File: src/bps_pkg.sv
package bps_pkg;
   // ------------------------------------------------------------
   // clock and times
   // ------------------------------------------------------------
   localparam longint CLK_KHZ       = 64'h30d40;
   localparam longint OCC_DLY_MS    = 64'h3e8;
   localparam longint ODC1_DLY_MS   = 64'h2710;
   localparam longint ODC2_DLY_MS   = 64'h500;
   localparam longint OC_REL_MS     = 64'h2710;
   localparam longint SC_DLY_US     = 64'h190;
   localparam longint UV_DLY_MS     = 64'h3e8;
   localparam longint OD_SLP_S      = 64'h1e;
   localparam longint IDLE_SLP_MIN  = 64'h1e;
   localparam longint LED_SLOW_MS   = 64'h1f4;
   localparam longint LED_FAST_MS   = 64'h64;
   localparam longint OCC_DLY_CYC   = OCC_DLY_MS * CLK_KHZ;
   localparam longint ODC1_DLY_CYC  = ODC1_DLY_MS * CLK_KHZ;
   localparam longint ODC2_DLY_CYC  = ODC2_DLY_MS * CLK_KHZ;
   localparam longint OC_REL_CYC    = OC_REL_MS * CLK_KHZ;
   localparam longint SC_DLY_CYC    = SC_DLY_US * CLK_KHZ / 64'h3e8;
   localparam longint UV_DLY_CYC    = UV_DLY_MS * CLK_KHZ;
   localparam longint OD_SLP_CYC    = OD_SLP_S * 64'h3e8 * CLK_KHZ;
   localparam longint IDLE_SLP_CYC  = IDLE_SLP_MIN * 64'h3c * 64'h3e8 * CLK_KHZ;
   localparam longint LED_SLOW_CYC  = LED_SLOW_MS * CLK_KHZ;
   localparam longint LED_FAST_CYC  = LED_FAST_MS * CLK_KHZ;
   localparam int     TMR_W         = 40;
   // ------------------------------------------------------------
   // thresholds: current in A (charge positive; balance limit in mA), voltage in mV, temperature in degC
   // ------------------------------------------------------------
   localparam logic signed [15:0] OCC_A        = 16'sh014a;
   localparam logic signed [15:0] ODC1_A       = 16'sh015e;
   localparam logic signed [15:0] ODC2_A       = 16'sh0190;
   localparam logic signed [15:0] SC_A         = 16'sh0320;
   localparam logic signed [15:0] ACT_A        = 16'sh0001;
   localparam logic signed [15:0] HEAT_MAX_A   = 16'sh000a;
   localparam logic [19:0]        CELL_UV_MV   = 20'h00af0;
   localparam logic [19:0]        CELL_REL_MV  = 20'h00bb8;
   localparam logic [19:0]        PACK_UV_MV   = 20'h0dac0;
   localparam logic [19:0]        PACK_REL_MV  = 20'h0ea60;
   localparam logic [19:0]        BAL_START_MV = 20'h00fa0;
   localparam logic [19:0]        BAL_DIFF_MV  = 20'h00032;
   localparam logic [19:0]        WAKE_DIFF_MV = 20'h003e8;
   localparam logic [15:0]        BAL_MAX_MA   = 16'h07d0;
   localparam logic signed [7:0]  FET_OT_C     = 8'sh64;
   localparam logic signed [7:0]  FET_REL_C    = 8'sh46;
   localparam logic signed [7:0]  CHG_LT_C     = 8'sh00;
   localparam logic signed [7:0]  CHG_LT_REL_C = 8'sh05;
   localparam logic signed [7:0]  CHG_HT_C     = 8'sh3c;
   localparam logic signed [7:0]  CHG_HT_REL_C = 8'sh37;
   localparam logic signed [7:0]  DSG_LT_C     = -8'sh0f;
   localparam logic signed [7:0]  DSG_LT_REL_C = -8'sh0a;
   localparam logic signed [7:0]  DSG_HT_C     = 8'sh41;
   localparam logic signed [7:0]  DSG_HT_REL_C = 8'sh37;
   localparam logic signed [7:0]  HEAT_ON_C    = 8'sh00;
   localparam logic signed [7:0]  HEAT_OFF_C   = 8'sh05;
   // ------------------------------------------------------------
   // register map
   // ------------------------------------------------------------
   localparam logic [3:0]  REG_CTRL     = 4'h0;
   localparam logic [3:0]  REG_STATUS   = 4'h4;
   localparam logic [3:0]  REG_INT_STAT = 4'h8;
   localparam logic [3:0]  REG_INT_MASK = 4'hc;
   localparam int          CTRL_MOM_BIT = 0;
   localparam logic [7:0]  INT_MASK_RST = 8'h00;
   localparam int          EV_SLEEP     = 6;
   localparam int          EV_WAKE      = 7;
   // ------------------------------------------------------------
   // types
   // ------------------------------------------------------------
   typedef enum logic [1:0] {
      BPS_ST_WORK  = 2'b01,
      BPS_ST_SLEEP = 2'b10
   } bps_state_t;

   typedef struct packed {
      logic signed [15:0] current_a;
      logic [19:0]        cell_max_mv;
      logic [19:0]        cell_min_mv;
      logic [19:0]        pack_mv;
      logic [19:0]        charger_mv;
      logic signed [7:0]  bat_temp_c;
      logic signed [7:0]  fet_temp_c;
   } bps_meas_t;

   typedef struct packed {
      logic dsg_ht;
      logic dsg_lt;
      logic chg_ht;
      logic chg_lt;
      logic pack_uv;
      logic cell_uv;
      logic fet_ot;
      logic sc;
      logic dsg_oc;
      logic chg_oc;
   } bps_fault_t;

   typedef struct packed {
      logic        chg_path_en;
      logic        dsg_path_en;
      logic        heater_en;
      logic        bal_en;
      logic [15:0] bal_lim_ma;
      logic        radio_en;
      logic        led;
   } bps_out_t;
endpackage : bps_pkg

File: src/bps_dly_tmr.sv
`timescale 1ns/1ps
module bps_dly_tmr #(
   parameter int W = 40
) (
   input  wire logic         sys_clk,
   input  wire logic         srst,
   input  wire logic         arm,
   input  wire logic [W-1:0] limit,
   output logic              expired
);
   logic [W-1:0] cnt_ff;
   logic [W-1:0] nxt_cnt;

   // counter drops to zero as soon as the condition goes away
   always_comb begin
      if (!arm) begin
         nxt_cnt = '0;
      end else if (cnt_ff == limit) begin
         nxt_cnt = cnt_ff;
      end else begin
         nxt_cnt = cnt_ff + 1'b1;
      end
   end

   always_ff @(posedge sys_clk) begin
      if (srst) begin
         cnt_ff <= '0;
      end else begin
         cnt_ff <= nxt_cnt;
      end
   end

   assign expired = arm && (cnt_ff == limit);
endmodule : bps_dly_tmr

File: src/bps_supervisor.sv
// The implementer's own choices: the plain strobed port and the register offsets.
`timescale 1ns/1ps
module bps_supervisor
   import bps_pkg::*;
#(
   parameter logic signed [15:0] OCC_THR_A    = bps_pkg::OCC_A,
   parameter logic signed [15:0] ODC1_THR_A   = bps_pkg::ODC1_A,
   parameter logic signed [15:0] ODC2_THR_A   = bps_pkg::ODC2_A,
   parameter logic signed [7:0]  FET_OT_THR_C = bps_pkg::FET_OT_C,
   parameter logic signed [7:0]  FET_REL_THR_C = bps_pkg::FET_REL_C,
   parameter longint             OCC_CYC      = bps_pkg::OCC_DLY_CYC,
   parameter longint             ODC1_CYC     = bps_pkg::ODC1_DLY_CYC,
   parameter longint             ODC2_CYC     = bps_pkg::ODC2_DLY_CYC,
   parameter longint             OC_REL_CYC_P = bps_pkg::OC_REL_CYC,
   parameter longint             SC_CYC       = bps_pkg::SC_DLY_CYC,
   parameter longint             UV_CYC       = bps_pkg::UV_DLY_CYC,
   parameter longint             OD_SLP_CYC_P = bps_pkg::OD_SLP_CYC,
   parameter longint             IDLE_CYC     = bps_pkg::IDLE_SLP_CYC,
   parameter longint             LED_SLOW_P   = bps_pkg::LED_SLOW_CYC,
   parameter longint             LED_FAST_P   = bps_pkg::LED_FAST_CYC
) (
   input  wire logic              sys_clk,
   input  wire logic              srst,
   input  wire bps_pkg::bps_meas_t meas,
   input  wire logic              switch_closed,
   input  wire logic              load_removed,
   input  wire logic              comm_activity,
   input  wire logic [3:0]        reg_addr,
   input  wire logic [31:0]       reg_wdata,
   input  wire logic              reg_wr,
   input  wire logic              reg_rd,
   output logic [31:0]            reg_rdata,
   output bps_pkg::bps_out_t      outs,
   output logic                   irq
);
   import bps_pkg::*;

   // ------------------------------------------------------------
   // measurement decode
   // ------------------------------------------------------------
   localparam int NT = 10;
   localparam int T_OCC = 0, T_ODC1 = 1, T_ODC2 = 2, T_SC = 3, T_CUV = 4;
   localparam int T_PUV = 5, T_CREL = 6, T_DREL = 7, T_ODSLP = 8, T_IDLE = 9;

   logic signed [15:0] dsg_a;
   logic               charging;
   logic               discharging;
   logic               sw_on;
   logic               charger_wake;
   logic [20:0]        wake_mv;

   assign dsg_a       = -meas.current_a;
   assign charging    = meas.current_a > ACT_A;
   assign discharging = dsg_a > ACT_A;
   assign wake_mv     = {1'b0, meas.pack_mv} + {1'b0, WAKE_DIFF_MV};
   assign charger_wake = {1'b0, meas.charger_mv} >= wake_mv;

   // ------------------------------------------------------------
   // delay timers
   // ------------------------------------------------------------
   bps_fault_t                flt_ff;
   bps_fault_t                nxt_flt;
   bps_state_t                st_ff;
   bps_state_t                nxt_st;
   logic [NT-1:0]             arm;
   logic [NT-1:0]             tmo;
   logic [TMR_W-1:0]          lim [NT];

   assign lim[T_OCC]   = TMR_W'(OCC_CYC);
   assign lim[T_ODC1]  = TMR_W'(ODC1_CYC);
   assign lim[T_ODC2]  = TMR_W'(ODC2_CYC);
   assign lim[T_SC]    = TMR_W'(SC_CYC);
   assign lim[T_CUV]   = TMR_W'(UV_CYC);
   assign lim[T_PUV]   = TMR_W'(UV_CYC);
   assign lim[T_CREL]  = TMR_W'(OC_REL_CYC_P);
   assign lim[T_DREL]  = TMR_W'(OC_REL_CYC_P);
   assign lim[T_ODSLP] = TMR_W'(OD_SLP_CYC_P);
   assign lim[T_IDLE]  = TMR_W'(IDLE_CYC);

   always_comb begin
      arm          = '0;
      arm[T_OCC]   = meas.current_a > OCC_THR_A;
      arm[T_ODC1]  = dsg_a > ODC1_THR_A;
      arm[T_ODC2]  = dsg_a > ODC2_THR_A;
      arm[T_SC]    = dsg_a > SC_A;
      arm[T_CUV]   = meas.cell_min_mv < CELL_UV_MV;
      arm[T_PUV]   = meas.pack_mv < PACK_UV_MV;
      arm[T_CREL]  = flt_ff.chg_oc;
      arm[T_DREL]  = flt_ff.dsg_oc;
      arm[T_ODSLP] = (st_ff == BPS_ST_WORK) && (flt_ff.cell_uv || flt_ff.pack_uv) && !charging;
      // any current above ACT_A either way, or bus traffic, drops arm and so restarts the count
      arm[T_IDLE]  = (st_ff == BPS_ST_WORK) && !charging && !discharging && !comm_activity;
   end

   // each timer restarts from zero when its condition drops out
   genvar gi;
   generate
      for (gi = 0; gi < NT; gi++) begin : g_tmr
         bps_dly_tmr #(
            .W       (TMR_W)
         ) u_tmr (
            .sys_clk (sys_clk),
            .srst    (srst),
            .arm     (arm[gi]),
            .limit   (lim[gi]),
            .expired (tmo[gi])
         );
      end
   endgenerate

   // ------------------------------------------------------------
   // fault flags: a set in the same cycle as a clear wins
   // ------------------------------------------------------------
   always_comb begin
      nxt_flt = flt_ff;
      if (tmo[T_CREL] || discharging) begin
         nxt_flt.chg_oc = 1'b0;
      end
      if (tmo[T_OCC]) begin
         nxt_flt.chg_oc = 1'b1;
      end
      if (tmo[T_DREL] || charging) begin
         nxt_flt.dsg_oc = 1'b0;
      end
      if (tmo[T_ODC1] || tmo[T_ODC2]) begin
         nxt_flt.dsg_oc = 1'b1;
      end
      if (charging || load_removed) begin
         nxt_flt.sc = 1'b0;
      end
      if (tmo[T_SC]) begin
         nxt_flt.sc = 1'b1;
      end
      if (meas.fet_temp_c <= FET_REL_THR_C) begin
         nxt_flt.fet_ot = 1'b0;
      end
      if (meas.fet_temp_c >= FET_OT_THR_C) begin
         nxt_flt.fet_ot = 1'b1;
      end
      if (charging && meas.cell_min_mv > CELL_REL_MV) begin
         nxt_flt.cell_uv = 1'b0;
      end
      if (tmo[T_CUV]) begin
         nxt_flt.cell_uv = 1'b1;
      end
      if (charging && meas.pack_mv > PACK_REL_MV) begin
         nxt_flt.pack_uv = 1'b0;
      end
      if (tmo[T_PUV]) begin
         nxt_flt.pack_uv = 1'b1;
      end
      // battery temperature windows, each with its own release point
      if (meas.bat_temp_c >= CHG_LT_REL_C) nxt_flt.chg_lt = 1'b0;
      if (meas.bat_temp_c < CHG_LT_C)      nxt_flt.chg_lt = 1'b1;
      if (meas.bat_temp_c <= CHG_HT_REL_C) nxt_flt.chg_ht = 1'b0;
      if (meas.bat_temp_c > CHG_HT_C)      nxt_flt.chg_ht = 1'b1;
      if (meas.bat_temp_c >= DSG_LT_REL_C) nxt_flt.dsg_lt = 1'b0;
      if (meas.bat_temp_c < DSG_LT_C)      nxt_flt.dsg_lt = 1'b1;
      if (meas.bat_temp_c <= DSG_HT_REL_C) nxt_flt.dsg_ht = 1'b0;
      if (meas.bat_temp_c > DSG_HT_C)      nxt_flt.dsg_ht = 1'b1;
   end

   // ------------------------------------------------------------
   // switch and sleep state machine
   // ------------------------------------------------------------
   logic [31:0] ctrl_ff;
   logic [31:0] nxt_ctrl;
   logic        sw_prev_ff;
   logic        sw_tgl_ff;
   logic        sw_on_prev_ff;
   logic        nxt_sw_tgl;
   logic        sw_rise;

   // momentary mode toggles on each press; latching follows the level
   assign sw_on   = ctrl_ff[CTRL_MOM_BIT] ? sw_tgl_ff : switch_closed;
   assign sw_rise = sw_on && !sw_on_prev_ff;

   always_comb begin
      nxt_sw_tgl = sw_tgl_ff;
      if (switch_closed && !sw_prev_ff) begin
         nxt_sw_tgl = !sw_tgl_ff;
      end
      nxt_st = st_ff;
      case (st_ff)
         BPS_ST_WORK: begin
            if (!sw_on) begin
               nxt_st = BPS_ST_SLEEP;
            end else if (tmo[T_ODSLP] || tmo[T_IDLE]) begin
               nxt_st = BPS_ST_SLEEP;
            end
         end
         BPS_ST_SLEEP: begin
            if (sw_rise) begin
               nxt_st = BPS_ST_WORK;
            end else if (sw_on && charger_wake) begin
               nxt_st = BPS_ST_WORK;
            end
         end
         default: begin
            nxt_st = BPS_ST_SLEEP;
         end
      endcase
   end

   // ------------------------------------------------------------
   // heating, balancing, led and outputs
   // ------------------------------------------------------------
   logic        heat_ff;
   logic        nxt_heat;
   logic [31:0] led_cnt_ff;
   logic [31:0] nxt_led_cnt;
   logic [31:0] led_half;
   logic        abnormal;
   logic        working;
   logic [19:0] spread_mv;
   bps_out_t    outs_ff;
   bps_out_t    nxt_outs;

   assign working   = st_ff == BPS_ST_WORK;
   assign abnormal  = |flt_ff;
   assign spread_mv = meas.cell_max_mv - meas.cell_min_mv;
   // fast rate whenever anything is wrong
   assign led_half  = abnormal ? 32'(LED_FAST_P) : 32'(LED_SLOW_P);

   always_comb begin
      nxt_heat = heat_ff;
      if (!working || !charger_wake || meas.bat_temp_c >= HEAT_OFF_C) begin
         nxt_heat = 1'b0;
      end else if (meas.bat_temp_c <= HEAT_ON_C) begin
         nxt_heat = 1'b1;
      end
      nxt_led_cnt = led_cnt_ff + 32'h1;
      nxt_outs    = outs_ff;
      if (led_cnt_ff >= led_half - 32'h1) begin
         nxt_led_cnt  = 32'h0;
         nxt_outs.led = !outs_ff.led;
      end
      // sleep holds both paths off and the radio down
      nxt_outs.chg_path_en = working && !flt_ff.chg_oc && !flt_ff.fet_ot && !flt_ff.sc
                             && !flt_ff.chg_lt && !flt_ff.chg_ht;
      nxt_outs.dsg_path_en = working && !flt_ff.dsg_oc && !flt_ff.fet_ot && !flt_ff.sc
                             && !flt_ff.cell_uv && !flt_ff.pack_uv
                             && !flt_ff.dsg_lt && !flt_ff.dsg_ht;
      nxt_outs.radio_en    = working;
      // heater pauses while the charger pushes more than the heater may draw
      nxt_outs.heater_en   = heat_ff && (meas.current_a <= HEAT_MAX_A);
      nxt_outs.bal_en      = working && meas.cell_max_mv >= BAL_START_MV
                             && spread_mv >= BAL_DIFF_MV;
      nxt_outs.bal_lim_ma  = nxt_outs.bal_en ? BAL_MAX_MA : 16'h0;
   end

   // ------------------------------------------------------------
   // registers, interrupts and bus
   // ------------------------------------------------------------
   logic [7:0]  int_stat_ff;
   logic [7:0]  nxt_int_stat;
   logic [7:0]  int_mask_ff;
   logic [7:0]  nxt_int_mask;
   logic [7:0]  events;
   logic [31:0] nxt_rdata;
   logic        irq_ff;

   assign events = {(nxt_st == BPS_ST_WORK) && !working,
                    (nxt_st == BPS_ST_SLEEP) && working,
                    nxt_flt.pack_uv & ~flt_ff.pack_uv,
                    nxt_flt.cell_uv & ~flt_ff.cell_uv,
                    nxt_flt.fet_ot  & ~flt_ff.fet_ot,
                    nxt_flt.sc      & ~flt_ff.sc,
                    nxt_flt.dsg_oc  & ~flt_ff.dsg_oc,
                    nxt_flt.chg_oc  & ~flt_ff.chg_oc};

   always_comb begin
      nxt_ctrl     = ctrl_ff;
      nxt_int_mask = int_mask_ff;
      nxt_int_stat = int_stat_ff;
      nxt_rdata    = 32'h0;
      if (reg_wr) begin
         if (reg_addr == REG_CTRL) begin
            nxt_ctrl = {31'h0, reg_wdata[CTRL_MOM_BIT]};
         end else if (reg_addr == REG_INT_STAT) begin
            nxt_int_stat = int_stat_ff & ~reg_wdata[7:0];
         end else if (reg_addr == REG_INT_MASK) begin
            nxt_int_mask = reg_wdata[7:0];
         end
      end
      // an event in the clearing cycle stays set
      nxt_int_stat = nxt_int_stat | events;
      if (reg_rd) begin
         if (reg_addr == REG_CTRL) begin
            nxt_rdata = ctrl_ff;
         end else if (reg_addr == REG_STATUS) begin
            nxt_rdata = {18'h0, st_ff, sw_on, abnormal, flt_ff};
         end else if (reg_addr == REG_INT_STAT) begin
            nxt_rdata = {24'h0, int_stat_ff};
         end else if (reg_addr == REG_INT_MASK) begin
            nxt_rdata = {24'h0, int_mask_ff};
         end
      end
   end

   always_ff @(posedge sys_clk) begin
      if (srst) begin
         flt_ff        <= '0;
         st_ff         <= BPS_ST_SLEEP;
         ctrl_ff       <= 32'h0;
         sw_prev_ff    <= 1'b0;
         sw_tgl_ff     <= 1'b0;
         sw_on_prev_ff <= 1'b0;
         heat_ff       <= 1'b0;
         led_cnt_ff    <= 32'h0;
         outs_ff       <= '0;
         int_stat_ff   <= 8'h0;
         int_mask_ff   <= INT_MASK_RST;
         reg_rdata     <= 32'h0;
         irq_ff        <= 1'b0;
      end else begin
         flt_ff        <= nxt_flt;
         st_ff         <= nxt_st;
         ctrl_ff       <= nxt_ctrl;
         sw_prev_ff    <= switch_closed;
         sw_tgl_ff     <= nxt_sw_tgl;
         sw_on_prev_ff <= sw_on;
         heat_ff       <= nxt_heat;
         led_cnt_ff    <= nxt_led_cnt;
         outs_ff       <= nxt_outs;
         int_stat_ff   <= nxt_int_stat;
         int_mask_ff   <= nxt_int_mask;
         reg_rdata     <= nxt_rdata;
         irq_ff        <= |(nxt_int_stat & nxt_int_mask);
      end
   end

   assign outs = outs_ff;
   assign irq  = irq_ff;
endmodule : bps_supervisor

File: config.mk
export PLATFORM = sky130hd
export DESIGN_NAME = bps_supervisor
export DESIGN_NICKNAME = d
export VERILOG_FILES = /design/src/bps_pkg.sv /design/src/bps_dly_tmr.sv /design/src/bps_supervisor.sv
export SDC_FILE = /design/constraint.sdc
export NUM_CORES = 1
export LEC_CHECK = 0
export BUFFER_PORTS_ARGS = -buffer_cell sky130_fd_sc_hd__buf_2
export CAP_MARGIN = 0
export CORE_UTILIZATION = 60
export CTS_BUF_LIST = sky130_fd_sc_hd__clkbuf_2 sky130_fd_sc_hd__clkbuf_4 sky130_fd_sc_hd__clkbuf_8
export DETAILED_ROUTE_END_ITERATION = 10
export PLACE_DENSITY = 0.86
export SLEW_MARGIN = 20
export SYNTH_ARGS = -nofsm -noshare
export SYNTH_HDL_FRONTEND = slang
export SYNTH_HIERARCHICAL = 1
export SYNTH_SLANG_ARGS = --single-unit
export TNS_END_PERCENT = 20
File: constraint.sdc
create_clock -name sys_clk -period 4.2 [get_ports sys_clk]
set_input_delay 0.63 -clock sys_clk [delete_from_list [all_inputs] [get_ports sys_clk]]
set_output_delay 0.63 -clock sys_clk [all_outputs]
set_load 0.01 [all_outputs]
## Word level (Yosys, flattened, before mapping)

Cells that the tools add are included.

| operators by class | value |
|---|---|
| mux-type cells | 38 |
| reduce and logical (&&, ||, !) cells | 87 |
| magnitude comparators | 25 |
| bitwise operators | 25 |
| equality and inequality tests | 17 |
| add/subtract/negate cells | 15 |

Operators by type and width:

| cell | number |
|---|---|
| $add 40x1->40 const B | 10 |
| $eq 40x28->1 const B | 4 |
| $eq 40x31->1 const B | 3 |
| $mux 8 | 9 |
| $gt 16x10->1 const B | 3 |
| $eq 40x17->1 const B | 1 |
| $eq 40x33->1 const B | 1 |
| $eq 40x39->1 const B | 1 |
| $logic_and 1x1->1 | 37 |
| $add 32x1->32 const B | 1 |
| $ge 32x32->1 | 1 |
| $gt 16x2->1 const B | 2 |
| $sub 27x1->28 const B | 1 |
| $mux 27 | 1 |
| $reduce_or 2->1 | 13 |
| $add 20x10->21 const B | 1 |
| $ge 20x21->1 | 1 |
| $mux 1 | 21 |
| $ge 20x12->1 const B | 1 |
| $ge 20x6->1 const B | 1 |
| $gt 20x12->1 const B | 1 |
| $gt 20x16->1 const B | 1 |
| $lt 20x12->1 const B | 1 |
| $lt 20x16->1 const B | 1 |
| other kinds (36) | 90 |

| storage, ports and cells | value |
|---|---|
| output and inout port bits | 55 |
| logic and storage cells | 247 |
| register bits | 520 |

## Logic depth before layout (Yosys ltp)

Gate-level depths: netlist of the first run.

| logic depth | value |
|---|---|
| depth in word-level cells | 15 |
| mapped depth | 18 |

## Cells and area by module

Netlist of the first run, hierarchy kept.

By module, submodules not included:

| module | area each (um2) | cells each | instances | sequential area each (um2) |
|---|---|---|---|---|
| bps_dly_tmr | 2473.6 | 304 | 10 | 800.8 |
| bps_supervisor | 6892.9 | 858 | 1 | 1721.7 |

## Worst setup path before layout of the first run

No wires, ideal clock.

| path | value |
|---|---|
| path type | input to register |
| start | in meas[97] (netlist bit) |
| end | reg irq_ff (netlist: irq) |
| setup time | 0.136 ns |
| stages on the path | 17 |
| data arrival time | 3.487 ns |
| data required time | 4.064 ns |
| setup slack | 0.578 ns |
| cells stage by stage | inv_1 > ha_1 > nor3b_2 > nand2_1 > a211o_1 > o21ai_0 > o21a_1 > o21ai_0 > nand3b_1 > a31oi_1 > and2_1 > nor2b_1 > a21oi_1 > o22ai_1 > or4_1 > nor2_1 > o32ai_1 |

| between the ends | value |
|---|---|
| elaborated cells on any way between the ends | 51 |
| those cells by class | add/sub: 1; order compare: 6; eq/ne: 2; mux: 13; bitwise: 7; reduce/logical: 22 |

RTL lines:

| item | RTL line | source |
|---|---|---|
| start: declaration | bps_supervisor.sv:24 | `input wire bps_pkg::bps_meas_t meas,` |
| $neg 16->16 | bps_supervisor.sv:52 | `assign dsg_a = -meas.current_a;` |
| $gt 16x11->1 | bps_supervisor.sv:85 | `arm[T_SC] = dsg_a > SC_A;` |
| via arm[3] | bps_supervisor.sv:65 | `logic [NT-1:0] arm;` |
| $logic_and 1x1->1 | bps_dly_tmr.sv:33 | `assign expired = arm && (cnt_ff == limit);` |
| via tmo[3] | bps_supervisor.sv:66 | `logic [NT-1:0] tmo;` |
| $mux 1 | bps_supervisor.sv:131 | `if (tmo[T_SC]) begin` |
| $and 1x1->1 | bps_supervisor.sv:268 | `nxt_flt.sc & ~flt_ff.sc,` |
| $or 8x8->8 | bps_supervisor.sv:287 | `nxt_int_stat = nxt_int_stat \| events;` |
| $and 8x8->8 | bps_supervisor.sv:329 | `irq_ff <= \|(nxt_int_stat & nxt_int_mask);` |
| $reduce_or 8->1 | bps_supervisor.sv:329 |  |
| end signal: assignment | bps_supervisor.sv:329 |  |
| end: declaration | bps_supervisor.sv:261 | `logic irq_ff;` |

The timed path passes the listed nets, and every way through them passes these cells.
A chain may end at the register's enable or synchronous reset.

## Worst setup path after layout of the first run

| path | value |
|---|---|
| start | reg flt_ff[4] (netlist bit) |
| end | reg led_cnt_ff[7] |

| between the ends | value |
|---|---|
| word-level cells in the longest chain between the ends | 5 |

Ends and longest elaborated chain:

| item | RTL line | source |
|---|---|---|
| start: declaration | bps_supervisor.sv:61 | `bps_fault_t flt_ff;` |
| start signal: assignment | bps_supervisor.sv:317 | `flt_ff <= nxt_flt;` |
| $reduce_or 10->1 | bps_supervisor.sv:220 | `assign abnormal = \|flt_ff;` |
| via abnormal | bps_supervisor.sv:213 | `logic abnormal;` |
| $mux 27 | bps_supervisor.sv:223 | `assign led_half = abnormal ? 32'(LED_FAST_P) : 32'(LED_SLOW_P);` |
| $sub 27x1->28 | bps_supervisor.sv:234 | `if (led_cnt_ff >= led_half - 32'h1) begin` |
| $ge 32x32->1 | bps_supervisor.sv:234 |  |
| $reduce_or 2->1 (no line) | n/a |  |
| end signal: assignment | bps_supervisor.sv:324 | `led_cnt_ff <= nxt_led_cnt;` |
| end: declaration | bps_supervisor.sv:210 | `logic [31:0] led_cnt_ff;` |

The timed path passes the listed nets, and every way through them passes these cells.

==> impl_metrics.yaml, run 1 <==
status:
  outcome: "completed"
power_and_ir_drop:
  worst_ir_drop_vdd_v: 0.000218
  intPower_uw: 7620
  seq_power_share: 0.458
  power.share.switching: 0.253
  p_leak_uw: 0.0122
  clock_power_share: 0.450
  switchingPower_uw: 2570
  power_frac_comb: 0.092
  power_density_nw_per_um2: 284
clock_network:
  cts_tree: "built"
  htreeDepth: 3
  clk_pin_slew_worst_paths_ns: 0.06
  insertion_delay_ns: 0.67
  holdBufCountCts: 0
  clockBufferDepth: 3
  cts_num_sinks: 486
  post_cts_buffers: 0
  numCtsBuffers: 86
  cts_root_buf: "clkbuf_8"
  cts_resized: 0
finish:
  syn_to_final_growth_pct: 13.5
  finalInstanceArea_um2: 35900
  fillers: 4255
  nNetsFinal: 4598
  drive_gt1_frac: 0.111
logic_synthesis:
  synth_top_family_by_area: "simple AND/OR/NAND/NOR gates"
  ys_seq_area_frac: 0.308
  ys.flop_type: "dfxtp_1"
  synth_xor_area_frac: 0.134
  synth_seq_cells: 486
  synth_top_area_frac: 0.308
  synth_edf_count: 0
  postSynthAreaPerCell_um2: 8.11
  ys.warnings.count: 6
  synthArstFlopShare: 0
  synth-simple-area-share: 0.308
  yosysMostFrequentCell: "dfxtp_1"
  yosys.area_share.adder: 0.0267
  synth_compound_area_frac: 0.165
  synth_common_cells: "dfxtp_1 (486), xnor2_1 (448), a21oi_1 (356), nand2_1 (271), o21ai_0 (263)"
  synth_cells: 3898
  syn_area_um2: 31600
  synth_area_leaders: "dfxtp_1 (31%), xnor2_1 (12%), a21oi_1 (5.6%)"
  yosysTopAreaCell: "dfxtp_1"
  yosysUniqueCellTypes: 85
  muxShareOfSynthArea: 0.0146
floorplanning:
  pin_count: 210
  dieArea_um2: 53600
  rows: 83
  coreArea_um2: 51700
  die_height_um: 232
  die_w_um: 232
  initial_core_util: 0.612
critical_path:
  end_kind: "register"
  path_class: "register to register"
  worstPathMaxFanout: 28
  required_ns: 4.71
  worst_setup_path_start_kind: "register"
  worstPathArrival_ns: 4.00
placement:
  port_buffers: 157
  place_congestion: 0.913
  post-dp-hpwl_um: 55200
  place_area_um2: 34100
timing:
  period_share: 0.831
  fin_tns_setup_ns: 0
  final_hold_viol_count: 0
  relSlewSlack: 0.345
  fin_skew_ns: 0.0268
  maxClockFrequency_mhz: 286
  drv_slew: 0
  period_minus_slack_ns: 3.49
  report.final.setup_viol: 0
  rsz0062_at_grt: "false"
  worst_slew_pin_slew_ns: 0.983
detailed_routing:
  wirelength_um: 77100
  firstDrtPassIters: 7
  routedWlPerCell_um: 15.0
  vias_per_cell: 5.80
  drt_iter0_drc: 2071
  drc: 0
  vias: 29700
  ant_nets: 0
global_routing:
  grt_antenna_before_repair: 15
  track_usage: 0.284
  grt_pass1_wl_um: 129000
  grt.overflow.total: 0
  grt_max_degree: 74
  grt_pass1_vias: 27300
worst_hold_path:
  min-delay-path-class: "input pin to register"
flow_run:
  cap_violations: 0
==> cell type report <==
type	count	area (um^2)	share of cell area
Multi-Input combinational cell	3530	22100	0.617
Inverter	76	285	0.00795
Tap cell	680	851	0.0237
Antenna cell	13	32.5	0.000906
Sequential cell	486	9730	0.271
Clock inverter	14	70.1	0.00195
Timing Repair Buffer	196	1080	0.0300
Clock buffer	136	1720	0.0478
==> routing by layer <==
metal | part of all wire | track usage
met2 | 0.48 | 0.481
met1 | 0.44 | 0.362
met4 | 0.034 | 0.112
met3 | 0.046 | 0.0417
met5 | 0.00019 | 0
==> cell usage in the layout (no fill, tap or decap), types with 34 or more instances in the layout <==
cell type	n
dfxtp_1	486
xor2_1	35
a21oi_1	356
clkbuf_8	111
conb_1	432
o21ai_0	263
nand4_1	208
ha_1	66
nor4_1	49
or3_1	226
nand2_1	271
and4_1	34
nand3_1	169
xnor2_1	448
inv_1	75
or4_1	134
buf_4	39
nor2_1	210
mux2i_1	36
o31ai_1	93
and3_1	52
buf_2	157
==> final timing paths <==
path / from / endpoint / slack (ns) / cells past startpoint
hold reg to reg: led_cnt_ff[0] / led_cnt_ff[0] / 0.48 / 1
setup / recovery: flt_ff[4] / led_cnt_ff[7] / 0.71 / 13
hold / removal: meas[15] / flt_ff[9] / 0.20 / 2
setup reg to reg: flt_ff[4] / led_cnt_ff[7] / 0.71 / 13
==> power by group through the flow <==
stage / clock network, uW / registers [uW] / logic (uW)
2_1_floorplan: 0 / 4760 / 696
3_3_place_gp: 0 / 4760 / 898
3_5_place_dp: 0 / 4760 / 913
4_1_cts: 4690 / 4660 / 921
5_1_grt: 4910 / 4660 / 1040
6_report: 4590 / 4670 / 937
==> cell families after synthesis <==
family | Yosys count
xor gates and xnor gates | 483
other | 2
muxes | 44
and+or+nand+nor | 1612
AOI/OAI and AO/OA | 892
DFF | 486
buffers and inverters | 312
adders and majority gates | 67
==> flip-flops by register name, indices dropped and copies added, names as in the netlist, 6 cells and up <==
signal              cells
int_stat_ff             8
reg_rdata              14
int_mask_ff             8
flt_ff                  8
led_cnt_ff             32
g_tmr.u_tmr/cnt_ff    400
outs                    6
==> worst max-delay path, cell delays in order, from the launching register on <==
cell	delay, ns
dfxtp_1	0.34
nor2_1	0.29
nand3_1	0.15
nor2_1	0.40
inv_1	0.25
ha_1	0.36
nand4bb_1	0.10
nor3_1	0.28
o21a_1	0.18
a41oi_2	0.05
a21oi_2	0.18
or3_2	0.13
buf_4	0.50
nor2_1	0.11
==> through the flow <==
stage	utilization	instances	hold slack [ns]	power [uW]	setup slack (ns)
after floorplan	-	4328	0.439	5460	0.578
after global placement	0.659	4968	0.454	5660	0.249
after detailed placement	0.659	4968	0.468	5680	0.218
after CTS	0.693	5118	0.151	10300	0.742
after global routing	0.694	5129	0.189	10600	0.376
final	0.694	5131	0.198	10200	0.709
(Power assumes the default switching activity.)
==> run 2, diff against run 1 <==
--- a/config.mk
+++ b/config.mk
@@ -5,12 +5,13 @@
 export SDC_FILE = /design/constraint.sdc
 export NUM_CORES = 1
 export LEC_CHECK = 0
+export ABC_AREA = 1
 export BUFFER_PORTS_ARGS = -buffer_cell sky130_fd_sc_hd__buf_2
 export CAP_MARGIN = 0
 export CORE_UTILIZATION = 60
 export CTS_BUF_LIST = sky130_fd_sc_hd__clkbuf_2 sky130_fd_sc_hd__clkbuf_4 sky130_fd_sc_hd__clkbuf_8
 export DETAILED_ROUTE_END_ITERATION = 10
-export PLACE_DENSITY = 0.86
+export PLACE_DENSITY = 0.85
 export SLEW_MARGIN = 20
 export SYNTH_ARGS = -nofsm -noshare
 export SYNTH_HDL_FRONTEND = slang
==> constraint.sdc (replaced) <==
create_clock -name sys_clk -period 3.6 [get_ports sys_clk]
set_input_delay 0.54 -clock sys_clk [delete_from_list [all_inputs] [get_ports sys_clk]]
set_output_delay 0.54 -clock sys_clk [all_outputs]
set_load 0.01 [all_outputs]
==> run 2 against run 1 <==
Clock-buffer cell count up 6. Clock power up 29%. Critical path type unchanged. Largest cell class unchanged. First-iteration DRC count up 91%. Sequential power up 17%.
==> impl_metrics.yaml, run 2 <==
status:
  outcome: "completed"
detailed_routing:
  routedWlPerCell_um: 13.2
  vias_per_cell: 4.96
  ant_nets: 0
  wirelength_um: 122000
  drt_iter0_drc: 3957
  drc: 0
  firstDrtPassIters: 6
  vias: 45900
timing:
  report.final.setup_viol: 0
  worst_slew_pin_slew_ns: 1.05
  rsz0062_at_grt: "false"
  fin_tns_setup_ns: 0
  period_share: 0.861
  period_minus_slack_ns: 3.10
  setup_slack_ns: 0.499
  drv_slew: 0
  final_hold_viol_count: 0
  maxClockFrequency_mhz: 322
  relSlewSlack: 0.296
  fin_skew_ns: 0.0341
floorplanning:
  pin_count: 210
  die_w_um: 269
  coreArea_um2: 70300
  initial_core_util: 0.608
  dieArea_um2: 72300
  die_height_um: 269
  rows: 97
global_routing:
  grt_pass1_wl_um: 199000
  grt_pass1_vias: 41100
  track_usage: 0.333
  grt_max_degree: 41
  grt_antenna_before_repair: 9
  grt.overflow.total: 0
logic_synthesis:
  postSynthAreaPerCell_um2: 5.70
  ys.flop_type: "dfxtp_1"
  ys_seq_area_frac: 0.228
  muxShareOfSynthArea: 0
  yosys.area_share.adder: 0.0198
  synth-simple-area-share: 0.490
  synth_seq_cells: 486
  synth_top_area_frac: 0.228
  synthArstFlopShare: 0
  synth_edf_count: 0
  ys.warnings.count: 6
  synth_area_leaders: "dfxtp_1 (23%), nand2_1 (20%), nor2_1 (14%)"
  yosysMostFrequentCell: "nand2_1"
  synth_compound_area_frac: 0.0274
  yosysTopAreaCell: "dfxtp_1"
  synth_top_family_by_area: "simple AND/OR/NAND/NOR gates"
  syn_area_um2: 42700
  synth_xor_area_frac: 0.106
  yosysUniqueCellTypes: 51
  synth_cells: 7501
  synth_common_cells: "nand2_1 (2238), nor2_1 (1623), inv_1 (944), nand3_1 (684), dfxtp_1 (486)"
worst_hold_path:
  min-delay-path-class: "input pin to register"
clock_network:
  post_cts_buffers: 0
  holdBufCountCts: 0
  htreeDepth: 3
  cts_root_buf: "clkbuf_8"
  cts_tree: "built"
  cts_num_sinks: 486
  numCtsBuffers: 92
  clockBufferDepth: 3
  clk_pin_slew_worst_paths_ns: 0.06
  cts_resized: 0
  insertion_delay_ns: 0.71
finish:
  fin_cells: 9249
  drive_gt1_frac: 0.0788
  top_regs: "g_tmr.u_tmr/cnt_ff x400, led_cnt_ff x32, reg_rdata x14"
  largest_reg_flops: 400
  fillers: 6585
  regMostFlops: "g_tmr.u_tmr/cnt_ff"
  nNetsFinal: 8454
  layout_common_cells: "nand2_1 (2238), nor2_1 (1603), inv_1 (944), nand3_1 (684), conb_1 (652)"
  layout_commonest_cell: "nand2_1"
  syn_to_final_growth_pct: 12.1
placement:
  place_congestion: 0.982
  dp_cells: 9078
  post-dp-hpwl_um: 91600
  port_buffers: 157
  place_ws_ns: 0.0794
critical_path:
  required_ns: 4.17
  worstPathMaxFanout: 23
  worstPathArrival_ns: 3.68
  end_kind: "register"
  worst_setup_path_start_kind: "register"
  path_class: "register to register"
power_and_ir_drop:
  worst_ir_drop_vdd_v: 0.000271
  p_leak_uw: 0.0198
  power_density_nw_per_um2: 265
  finalPower_uw: 12700
flow_run:
  cap_violations: 0
[run 2: logic make-up (layout without fill, tap and decap cells)]
group / count (synthesis) / after routing
AOI/OAI and AO/OA: 218 / 218
other: 2 / 658
xor gates and xnor gates: 510 / 510
DFF: 486 / 486
buffers and inverters: 1236 / 1388
and+or+nand+nor: 4982 / 4982
adders and majority gates: 67 / 67
[run 2: layout make-up]
type / count / area (um^2) / share of cell area
multi-input cells: 6429 / 30000 / 0.626
flip-flops and latches: 486 / 9730 / 0.203
inverters: 1015 / 3810 / 0.0795
clock buffers: 142 / 1790 / 0.0374
repair buffers: 208 / 1230 / 0.0257
well taps: 940 / 1180 / 0.0245
clock inverters: 23 / 181 / 0.00379
diodes: 6 / 15.0 / 0.000313
[run 2: metrics by stage]
step                      hold slack [ns]  instance area, um^2  utilization
after floorplan                     0.418                45200            -
after global placement              0.433                45900        0.654
after detailed placement            0.448                45900        0.654
after CTS                          0.0679                47900        0.682
after global routing               0.0908                47900        0.682
final                               0.121                47900        0.682
[run 2: critical path, stage by stage, from the launching register on]
cell and delay [ns]:
dfxtp_1 0.40, nor4_1 0.29, inv_1 0.12, nor4_1 0.17
inv_1 0.08, nor2_1 0.10, buf_4 0.16, inv_1 0.13
ha_1 0.36, nand2_1 0.07, nor4_1 0.33, a21oi_1 0.14
nand3_1 0.10, buf_4 0.28, inv_2 0.12, o21a_1 0.12
[run 2: path summary, 6_finish.rpt]
check,slack (ns),start,depth (start not counted),end
min reg2reg,0.46,outs[0],1,outs[0]
max,0.50,flt_ff[3],15,led_cnt_ff[27]
max reg2reg,0.50,flt_ff[3],15,led_cnt_ff[27]
min,0.12,switch_closed,3,sw_prev_ff
[run 2: report_power, final]
group	switching (uW)	leakage (uW)	internal, uW
logic	852	0.0148	505
registers	33.6	0.00392	5420
clock network	2600	0.00105	3310
total	3490	0.0198	9230
[run 2: metal layers]
layer	wire (um)	GRT usage
met5	35	0
met4	3520	0.110
met3	9210	0.0583
met2	54900	0.548
met1	54300	0.438
